[config.mk]
export PLATFORM = sky130hd
export DESIGN_NAME = tof_fault_core
export DESIGN_NICKNAME = d
export VERILOG_FILES = /design/src/core/tof_pkg.sv /design/src/core/tof_sync_if.sv /design/src/core/tof_sync.sv /design/src/core/tof_fault_core.sv
export SDC_FILE = /design/constraint.sdc
export NUM_CORES = 1
export LEC_CHECK = 0
export ABC_AREA = 1
export ABC_CLOCK_PERIOD_IN_PS = 7650
export BUFFER_PORTS_ARGS = -buffer_cell sky130_fd_sc_hd__buf_4
export CORE_ASPECT_RATIO = 1.5
export CORE_UTILIZATION = 40
export CTS_BUF_LIST = sky130_fd_sc_hd__clkbuf_4 sky130_fd_sc_hd__clkbuf_8
export DETAILED_ROUTE_END_ITERATION = 8
export SYNTH_ARGS = -nofsm -noshare
export SYNTH_HDL_FRONTEND = slang
export SYNTH_HIERARCHICAL = 1
export SYNTH_SLANG_ARGS = --single-unit
[constraint.sdc]
create_clock -name CLK -period 7.65 [get_ports CLK]
set_input_delay 0.3825 -clock CLK [delete_from_list [all_inputs] [get_ports CLK]]
set_output_delay 0.3825 -clock CLK [all_outputs]
set_load 0.1 [all_outputs]
[src/core/tof_pkg.sv]
`default_nettype none
package tof_pkg;
    // Logic clock
    localparam int unsigned CLK_PERIOD_NS = 40;
    // Offline short diagnostic, per step
    localparam int unsigned SHT_TIME_NS = 2000000;
    localparam int unsigned SHT_CYC = (SHT_TIME_NS + CLK_PERIOD_NS - 1) / CLK_PERIOD_NS;
    // Passive open-load test time, both steps together (plain default)
    localparam int unsigned OL_TIME_NS = 2000000;
    localparam int unsigned OL_CYC = (OL_TIME_NS + CLK_PERIOD_NS - 1) / CLK_PERIOD_NS;
    localparam int TMR_W = 17;
    localparam int NPH = 3;
    localparam int NDRV = 6;
    localparam int NSYNC = 24;
    // Register offsets
    localparam logic [11:0] CTRL_OFS = 12'h000;
    localparam logic [11:0] STAT_OFS = 12'h004;
    // Control fields
    localparam int CTRL_REP_BIT = 0;
    localparam int CTRL_RECOV_BIT = 1;
    localparam int CTRL_START_BIT = 2;
    localparam int CTRL_CLR_BIT = 3;
    localparam logic RECOV_RST = 1'b0;
    localparam logic REP_RST = 1'b0;
    // Status fields
    localparam int ST_FAULT_BIT = 0;
    localparam int ST_WARN_BIT = 1;
    localparam int ST_THERMAL_SHUTDOWN_FLAG_BIT = 2;
    localparam int ST_OLSHT_BIT = 3;
    localparam int ST_OPEN_LSB = 4;
    localparam int ST_SSUP_LSB = 7;
    localparam int ST_SGND_LSB = 10;
    localparam int ST_PUV_BIT = 13;
    localparam int ST_BUSY_BIT = 14;
    localparam int ST_GATE_BIT = 15;
    // Diagnostic sequencer, Gray codes from IDLE to OPD; returns to IDLE from SGND or OPD flip two bits
    typedef enum logic [2:0] {
        ST_IDLE = 3'h0,
        ST_SSUP = 3'h1,
        ST_SGND = 3'h3,
        ST_OPU = 3'h2,
        ST_OPD = 3'h6
    } tof_state_t;
endpackage : tof_pkg
`default_nettype wire

[src/core/tof_sync_if.sv]
`timescale 1ns/1ps
`default_nettype none
// Raw asynchronous levels in, filtered levels out
interface tof_sync_if #(parameter int W = 1);
    logic [W-1:0] raw;   // Straight from the pins
    logic [W-1:0] clean; // Settled copy on CLK
    modport user (output raw, input clean);
    modport sync (input raw, output clean);
endinterface : tof_sync_if
`default_nettype wire

[src/core/tof_sync.sv]
`timescale 1ns/1ps
`default_nettype none
module tof_sync #(
    parameter int W = 1
) (
    input wire logic CLK,
    input wire logic SYS_RST,
    tof_sync_if.sync sif
);
    logic [W-1:0] s1_ff; // Metastability catcher, read only by s2
    logic [W-1:0] s2_ff;
    logic [W-1:0] s3_ff;
    logic [W-1:0] clean_ff;

    initial begin
        if (W < 1) $error("tof_sync width must be at least one");
    end

    // Three stages; a change counts once stages two and three agree
    always_ff @(posedge CLK or posedge SYS_RST) begin
        if (SYS_RST) begin
            s1_ff <= '0;
            s2_ff <= '0;
            s3_ff <= '0;
        end else begin
            s1_ff <= sif.raw;
            s2_ff <= s1_ff;
            s3_ff <= s2_ff;
        end
    end

    // Per bit agreement filter rejects single-cycle glitches
    always_ff @(posedge CLK or posedge SYS_RST) begin
        if (SYS_RST) begin
            clean_ff <= '0;
        end else begin
            clean_ff <= (s2_ff & s3_ff) | (clean_ff & (s2_ff | s3_ff));
        end
    end

    assign sif.clean = clean_ff;
endmodule : tof_sync
`default_nettype wire

[src/core/tof_fault_core.sv]
`timescale 1ns/1ps
`default_nettype none
module tof_fault_core
    import tof_pkg::*;
#(
    parameter bit PIN_CONFIG = 1'b0,       // 1: pin-configured variant
    parameter int SHT_CYCLES = SHT_CYC,    // Each short step
    parameter int OL_CYCLES = OL_CYC       // Whole passive test
) (
    input wire logic CLK,
    input wire logic SYS_RST,
    input wire logic PSEL,
    input wire logic PENABLE,
    input wire logic PWRITE,
    input wire logic [11:0] PADDR,
    input wire logic [31:0] PWDATA,
    output logic [31:0] PRDATA,
    output logic PREADY,
    output logic PSLVERR,
    input wire logic SLEEP_N,
    input wire logic ENABLE,
    input wire logic DIAG_DISABLE_N,
    input wire logic TEMP_WARN,
    input wire logic TEMP_SD,
    input wire logic PUMP_UV,
    input wire logic [2:0] PU_CMP,
    input wire logic [2:0] PD_CMP,
    input wire logic [2:0] SHT_SUP_CMP,
    input wire logic [2:0] SHORT_GROUND_TEST_CMP,
    input wire logic [5:0] DRIVE_IN,
    output logic GATE_EN,
    output logic PUMP_EN,
    output logic [2:0] PULLUP_EN,
    output logic [2:0] PULLDOWN_EN,
    output logic FAULT_N_O,
    output logic FAULT_N_OE
);
    initial begin
        if (SHT_CYCLES < 2 || SHT_CYCLES >= (1 << TMR_W)) $error("SHT_CYCLES out of range");
        if (OL_CYCLES < 4 || OL_CYCLES >= (1 << TMR_W)) $error("OL_CYCLES out of range");
    end

    // Step lengths loaded into the down counter
    localparam logic [TMR_W-1:0] SHT_LOAD = TMR_W'(SHT_CYCLES - 1);
    localparam logic [TMR_W-1:0] OLH_LOAD = TMR_W'(OL_CYCLES / 2 - 1);

    // Synchronised pin levels
    tof_sync_if #(.W(NSYNC)) sif ();
    logic sleep_n_s, en_s, diag_dis_n_s, twarn_s, tsd_s, puv_s;
    logic [2:0] pu_s, pd_s, ssup_s, sgnd_s;
    logic [5:0] drv_s;

    assign sif.raw = {DRIVE_IN, SHORT_GROUND_TEST_CMP, SHT_SUP_CMP, PD_CMP, PU_CMP,
                      PUMP_UV, TEMP_SD, TEMP_WARN, DIAG_DISABLE_N, ENABLE, SLEEP_N};
    // Every analog comparator and pin goes through the filter first
    tof_sync #(.W(NSYNC)) u_sync (
        .CLK(CLK),
        .SYS_RST(SYS_RST),
        .sif(sif)
    );
    assign {drv_s, sgnd_s, ssup_s, pd_s, pu_s, puv_s, tsd_s, twarn_s,
            diag_dis_n_s, en_s, sleep_n_s} = sif.clean;

    // Registers and state
    logic rep_ff;             // warn_report_enable
    logic recov_ff;           // shutdown_recovery_select
    logic start_ff;           // passive_openload_start
    logic warn_ff;            // thermal_warn_flag
    logic thermal_shutdown_flag_flag_ff;       // thermal_shutdown_flag
    logic thermal_shutdown_flag_stop_ff;       // Drive and pump held off by heat
    logic fault_ff;           // Fault summary
    logic olsht_ff;           // openload_short_summary
    logic puv_flag_ff;        // pump_undervoltage_flag
    logic [2:0] open_ff;      // phase_open_flag_x
    logic [2:0] ssup_ff;      // Short to supply per phase
    logic [2:0] sgnd_ff;      // Short to ground per phase
    logic [2:0] pu_open_ff;   // Pullup step result
    logic cmd_run_ff;         // Test launched by software
    logic pend_ff;            // Power-up or wake diagnostic owed
    logic sleep_prev_ff;
    logic [5:0] drv_prev_ff;
    logic [TMR_W-1:0] tmr_ff;
    tof_state_t state_ff, nxt_state;
    logic gate_ff, pump_ff, fault_low_ff;
    logic [2:0] pu_en_ff, pd_en_ff;
    logic [31:0] rdata_ff;

    // Bus decode; zero wait states
    logic wr_ctrl, acc, mapped;
    assign acc = PSEL & PENABLE;
    assign mapped = (PADDR == CTRL_OFS) || (PADDR == STAT_OFS);
    assign wr_ctrl = acc & PWRITE & (PADDR == CTRL_OFS);
    assign PREADY = 1'b1;
    assign PSLVERR = acc & ~mapped;
    assign PRDATA = rdata_ff;

    // Clear sources: command write, sleep pulse, enable pulse
    logic clr_cmd, clr_all, clr_diag, recov_auto;
    assign clr_cmd = wr_ctrl & PWDATA[CTRL_CLR_BIT];
    assign clr_all = clr_cmd | ~sleep_n_s;
    assign clr_diag = clr_all | ~en_s;
    // Pin variant has no select bit and always recovers by itself
    assign recov_auto = PIN_CONFIG ? 1'b1 : recov_ff;

    // Sequencer events
    logic busy, step_done, drv_chg, abort, cmd_go, auto_go, auto_skip;
    logic [2:0] open_hit;
    assign busy = (state_ff != ST_IDLE);
    assign step_done = (tmr_ff == '0);
    assign drv_chg = (drv_s != drv_prev_ff);
    // Any drive input change, start cleared, sleep or disable stops the test quietly
    assign abort = busy & (drv_chg | (cmd_run_ff & ~start_ff) | ~sleep_n_s | ~en_s);
    assign cmd_go = ~PIN_CONFIG & ~busy & start_ff & sleep_n_s & en_s;
    assign auto_go = PIN_CONFIG & ~busy & pend_ff & sleep_n_s & en_s & ~diag_dis_n_s;
    assign auto_skip = PIN_CONFIG & ~busy & pend_ff & sleep_n_s & en_s & diag_dis_n_s;
    // Open only when both the pullup and the pulldown steps tripped
    assign open_hit = pu_open_ff & pd_s;

    // Next sequencer state
    always_comb begin
        nxt_state = state_ff;
        if (abort) begin
            nxt_state = ST_IDLE;
        end else begin
            unique case (state_ff)
                ST_IDLE: begin
                    if (auto_go) begin
                        nxt_state = ST_SSUP;
                    end else if (cmd_go) begin
                        nxt_state = ST_OPU;
                    end
                end
                ST_SSUP: begin
                    if (step_done) begin
                        // A short ends the sequence before open-load
                        nxt_state = (|ssup_s) ? ST_IDLE : ST_SGND;
                    end
                end
                ST_SGND: begin
                    if (step_done) begin
                        nxt_state = (|sgnd_s) ? ST_IDLE : ST_OPU;
                    end
                end
                ST_OPU: begin
                    if (step_done) begin
                        nxt_state = ST_OPD;
                    end
                end
                ST_OPD: begin
                    if (step_done) begin
                        nxt_state = ST_IDLE;
                    end
                end
                default: begin
                    nxt_state = ST_IDLE; // Unused codes
                end
            endcase
        end
    end

    // Sequencer state and step timer
    always_ff @(posedge CLK or posedge SYS_RST) begin
        if (SYS_RST) begin
            state_ff <= ST_IDLE;
            tmr_ff <= '0;
        end else begin
            state_ff <= nxt_state;
            if (nxt_state != state_ff) begin
                tmr_ff <= (nxt_state == ST_SSUP || nxt_state == ST_SGND) ? SHT_LOAD : OLH_LOAD;
            end else if (!step_done) begin
                tmr_ff <= tmr_ff - 1'b1;
            end
        end
    end

    // Launch bookkeeping and input history
    always_ff @(posedge CLK or posedge SYS_RST) begin
        if (SYS_RST) begin
            pend_ff <= 1'b1; // Power-up owes one diagnostic pass
            cmd_run_ff <= 1'b0;
            sleep_prev_ff <= 1'b0;
            drv_prev_ff <= '0;
            pu_open_ff <= '0;
        end else begin
            sleep_prev_ff <= sleep_n_s;
            drv_prev_ff <= drv_s;
            if (sleep_n_s & ~sleep_prev_ff) begin
                pend_ff <= 1'b1; // Wake from sleep
            end else if (auto_go | auto_skip | ~PIN_CONFIG) begin
                pend_ff <= 1'b0; // Tied-high strap skips the whole pass
            end
            if (cmd_go) begin
                cmd_run_ff <= 1'b1;
            end else if (nxt_state == ST_IDLE) begin
                cmd_run_ff <= 1'b0;
            end
            if (state_ff == ST_OPU && step_done) begin
                pu_open_ff <= pu_s;
            end
        end
    end

    // Control register; select resets to latched recovery
    always_ff @(posedge CLK or posedge SYS_RST) begin
        if (SYS_RST) begin
            rep_ff <= REP_RST;
            recov_ff <= RECOV_RST;
            start_ff <= 1'b0;
        end else begin
            if (wr_ctrl) begin
                rep_ff <= PWDATA[CTRL_REP_BIT];
                recov_ff <= PWDATA[CTRL_RECOV_BIT];
                start_ff <= PWDATA[CTRL_START_BIT] & ~PIN_CONFIG;
            end else if (cmd_run_ff && (abort || (state_ff == ST_OPD && step_done))) begin
                // Written value stands until the test ends; an abort drops it too,
                // otherwise the idle sequencer would relaunch the test at once
                start_ff <= 1'b0;
            end
        end
    end

    // Warning flag follows the comparator except in the pin variant, which holds it low; its hysteresis is analog
    always_ff @(posedge CLK or posedge SYS_RST) begin
        if (SYS_RST) begin
            warn_ff <= 1'b0;
        end else begin
            warn_ff <= twarn_s & ~PIN_CONFIG;
        end
    end

    // Thermal shutdown; no bit anywhere can mask tsd_s
    always_ff @(posedge CLK or posedge SYS_RST) begin
        if (SYS_RST) begin
            thermal_shutdown_flag_stop_ff <= 1'b0;
            thermal_shutdown_flag_flag_ff <= 1'b0;
        end else begin
            thermal_shutdown_flag_flag_ff <= tsd_s | (thermal_shutdown_flag_flag_ff & ~clr_all);
            if (tsd_s) begin
                thermal_shutdown_flag_stop_ff <= 1'b1;
            end else if (recov_auto) begin
                thermal_shutdown_flag_stop_ff <= 1'b0;
            end else if (clr_all) begin
                thermal_shutdown_flag_stop_ff <= 1'b0;
            end
        end
    end

    // Pump undervoltage only counts while the pump is meant to run
    always_ff @(posedge CLK or posedge SYS_RST) begin
        if (SYS_RST) begin
            puv_flag_ff <= 1'b0;
        end else begin
            puv_flag_ff <= (puv_s & pump_ff) | (puv_flag_ff & ~clr_diag);
        end
    end

    // Diagnostic result flags; a set beats a clear in the same cycle
    logic ol_set, ssup_set, sgnd_set;
    assign ol_set = (state_ff == ST_OPD) & step_done & ~abort;
    assign ssup_set = (state_ff == ST_SSUP) & step_done & ~abort;
    assign sgnd_set = (state_ff == ST_SGND) & step_done & ~abort;
    always_ff @(posedge CLK or posedge SYS_RST) begin
        if (SYS_RST) begin
            open_ff <= '0;
            ssup_ff <= '0;
            sgnd_ff <= '0;
        end else begin
            open_ff <= ({3{ol_set}} & open_hit) | (open_ff & ~{3{clr_diag}});
            ssup_ff <= ({3{ssup_set}} & ssup_s) | (ssup_ff & ~{3{clr_diag}});
            sgnd_ff <= ({3{sgnd_set}} & sgnd_s) | (sgnd_ff & ~{3{clr_diag}});
        end
    end

    // Summaries
    logic diag_new, diag_hold;
    assign diag_new = (ol_set & (|open_hit)) | (ssup_set & (|ssup_s)) | (sgnd_set & (|sgnd_s));
    assign diag_hold = (|open_ff) | (|ssup_ff) | (|sgnd_ff);
    always_ff @(posedge CLK or posedge SYS_RST) begin
        if (SYS_RST) begin
            olsht_ff <= 1'b0;
            fault_ff <= 1'b0;
        end else begin
            olsht_ff <= diag_new | (olsht_ff & ~clr_diag);
            fault_ff <= tsd_s | diag_new | (puv_s & pump_ff) | (fault_ff & ~clr_diag);
        end
    end

    // Drive permission, pump and current sources from next-state terms
    logic nxt_stop, nxt_busy;
    assign nxt_stop = tsd_s | (thermal_shutdown_flag_stop_ff & ~(recov_auto | clr_all));
    assign nxt_busy = (nxt_state != ST_IDLE);
    always_ff @(posedge CLK or posedge SYS_RST) begin
        if (SYS_RST) begin
            gate_ff <= 1'b0;
            pump_ff <= 1'b0;
            pu_en_ff <= '0;
            pd_en_ff <= '0;
        end else begin
            // Latched diagnostic faults block drive until cleared
            gate_ff <= sleep_n_s & en_s & ~nxt_stop & ~nxt_busy & ~diag_hold & ~diag_new;
            pump_ff <= sleep_n_s & ~nxt_stop;
            pu_en_ff <= {3{nxt_state == ST_SGND || nxt_state == ST_OPU}};
            pd_en_ff <= {3{nxt_state == ST_SSUP || nxt_state == ST_OPD}};
        end
    end

    // Fault pin pulled low for shutdown, diagnostics or reported warning
    always_ff @(posedge CLK or posedge SYS_RST) begin
        if (SYS_RST) begin
            fault_low_ff <= 1'b0;
        end else begin
            fault_low_ff <= nxt_stop | diag_hold | diag_new | (warn_ff & rep_ff);
        end
    end

    // Read data captured in setup so it is stable through the access
    always_ff @(posedge CLK or posedge SYS_RST) begin
        if (SYS_RST) begin
            rdata_ff <= '0;
        end else if (PSEL && !PENABLE) begin
            rdata_ff <= '0;
            if (PADDR == CTRL_OFS) begin
                rdata_ff[CTRL_REP_BIT] <= rep_ff;
                rdata_ff[CTRL_RECOV_BIT] <= recov_auto;
                rdata_ff[CTRL_START_BIT] <= start_ff;
            end else if (PADDR == STAT_OFS) begin
                rdata_ff[ST_FAULT_BIT] <= fault_ff;
                rdata_ff[ST_WARN_BIT] <= warn_ff;
                rdata_ff[ST_THERMAL_SHUTDOWN_FLAG_BIT] <= thermal_shutdown_flag_flag_ff;
                rdata_ff[ST_OLSHT_BIT] <= olsht_ff;
                rdata_ff[ST_OPEN_LSB +: NPH] <= open_ff;
                rdata_ff[ST_SSUP_LSB +: NPH] <= ssup_ff;
                rdata_ff[ST_SGND_LSB +: NPH] <= sgnd_ff;
                rdata_ff[ST_PUV_BIT] <= puv_flag_ff;
                rdata_ff[ST_BUSY_BIT] <= busy;
                rdata_ff[ST_GATE_BIT] <= gate_ff;
            end
        end
    end

    assign GATE_EN = gate_ff;
    assign PUMP_EN = pump_ff;
    assign PULLUP_EN = pu_en_ff;
    assign PULLDOWN_EN = pd_en_ff;
    assign FAULT_N_O = 1'b0; // Open drain: only ever pulls low
    assign FAULT_N_OE = fault_low_ff;
endmodule : tof_fault_core
`default_nettype wire

==> metrics.txt <==
Num CTS Buffers=17; Pleak=0.00377 uW; Layout Nets=785; status=complete, no violations; Post-Layout Inst Area=7570 um2; core area=15300 um2; commonest non-fill, non-tap cell in the layout=dfrtp_1; GRT overflow=0; DRT Pass-1 Iters=4; vias per cell=4.61; global-route wire length before repair=19700 um; maxcap violations=0; worst skew pair latency=450 ps; Least-Margin Pin Slew=973 ps; Peak VDD IR=0.127 mV; WP data required=8000 ps; clk buf depth=2; placement-stage cell area=6990 um2; setup TNS=0 ps; Synth Instances=615; most frequent cells in the layout=dfrtp_1, nand2_1, inv_1; port bufs=69; initial drt markers=197; drt drc=0; Fin. Hold Viols=0; DR vias=4254; die span in x=105 um; largest net degree at the start of global routing=78; # H-tree levels=4; final core area utilization=49.5%; post-CTS sizing=0; synthesis-to-finish area growth=19.6%; I/O pin cnt=117; hold-critical path depth=1; Mapped Area=6330 um2; Routability Congestion=0.817; Clock Sinks=161; vias in the first global route=4075; Reg clk slew, reported paths=90 ps; CP Class=flip-flop to flip-flop; maximum clock rate=0.436 GHz; Avg Synthesized Cell Area=10.3 um2; GR Util All Layers=15.6%; DR WL/cell=12.7 um; Worst setup SP type=flip-flop; cell area power density=283 nW/um2; RSZ-0062 raised after global routing=false; ANT nets after route=0; initial antenna violation count=0; crit-path max FO=10; Syn. warnings=6; full die area=16300 um2; starting density of the core=41.4%; Hold WC Path Type=primary input to flip-flop; DP HPWL=8250 um; CTS tree=built; root buffer cell=clkbuf_8; Slew Limit Fails=0; Final Skew=14.5 ps; Worst slew margin=35.1%; fin crit share=30.0%; layout cells sized above 1=20.1%; R2R depth=17; antenna cells=0; Die H=156 um; Final Setup Violations=0; Setup crit end kind=flip-flop; Arrival @ worst endpoint=2640 ps; cell row count=55; drt total wl=11700 um; # fillers=1397; fin crit period=2300 ps
-- stage by stage --
stage / hold slack (ps) / setup slack [ps] / cells / total power, uW
after global routing: 0.501 / 5240 / 922 / 2260
final: 36.0 / 5350 / 922 / 2140
after detailed placement: 335 / 5370 / 875 / 1490
after CTS: 2.37 / 5350 / 912 / 2160
after floorplan: 331 / 4500 / 631 / 1390
after global placement: 332 / 5430 / 875 / 1470
-- layer usage --
layer | vias up | part of all wire [%] | track usage [%]
li1 | 2098 | - | -
met1 | 2044 | 41 | 18.3
met2 | 83 | 52 | 25.9
met3 | 29 | 2.9 | 3.72
met4 | 0 | 3.9 | 9.79
met5 | - | 0 | 0
-- worst paths after layout --
kind                                                    to  slack (ps)                       from
worst max-delay path                tmr_ff[15]$_DFFE_PP0P_        5350      tmr_ff[0]$_DFFE_PP0P_
worst min-delay path             u_sync/s1_ff[0]$_DFF_PP0_          40                    SLEEP_N
worst max register to register      tmr_ff[15]$_DFFE_PP0P_        5350      tmr_ff[0]$_DFFE_PP0P_
worst min register to register   u_sync/s2_ff[6]$_DFF_PP0_         350  u_sync/s1_ff[6]$_DFF_PP0_
max in group asynchronous       u_sync/s1_ff[12]$_DFF_PP0_        5970                    SYS_RST
min in group asynchronous        u_sync/s1_ff[7]$_DFF_PP0_         440                    SYS_RST
-- sequential cells by signal (all words and copies together) (netlist names), 3 cells and up --
register	flops
u_sync/s1_ff	23
u_sync/s2_ff	23
u_sync/s3_ff	23
u_sync/sif.clean	23
tmr_ff	17
PRDATA	16
drv_prev_ff	6
open_ff	3
pu_open_ff	3
sgnd_ff	3
ssup_ff	3
state_ff	3
-- layout make-up --
class / instances / area, um2 / share of cell area [%]
multi-input cells: 362 / 1870 / 24.6
flip-flops and latches: 161 / 4030 / 53.2
repair buffers: 86 / 683 / 9.03
clock buffers: 17 / 234 / 3.09
well taps: 199 / 249 / 3.29
inverters: 82 / 314 / 4.15
clock inverters: 15 / 194 / 2.56
-- power breakdown --
group | total [uW] | switching [uW] | internal [uW]
logic | 480 | 336 | 144
registers | 992 | 61.5 | 930
clock network | 667 | 334 | 334
total | 2140 | 731 | 1410
-- repair_timing --
item / in CTS / in global routing
endpoints found under the setup margin: 0 / 0
endpoints found under the hold margin: 19 / 10
hold buffers: 5 / 10
setup buffers: 0 / 0
-- critical path: stages, from the launching register on --
cell	delay (ps)
dfrtp_1	390
inv_1	120
ha_1	200
inv_1	40
nor2_1	80
nand2_1	90
nor2_4	160
nand2_4	140
clkinv_4	120
nand2_1	70
nand3_2	120
nand2_4	80
nand2_4	110
nand2_4	70
nor2_8	150
nand2_1	110
nand2_2	90
nor2_1	40
Power figures use the tool's default switching activity.
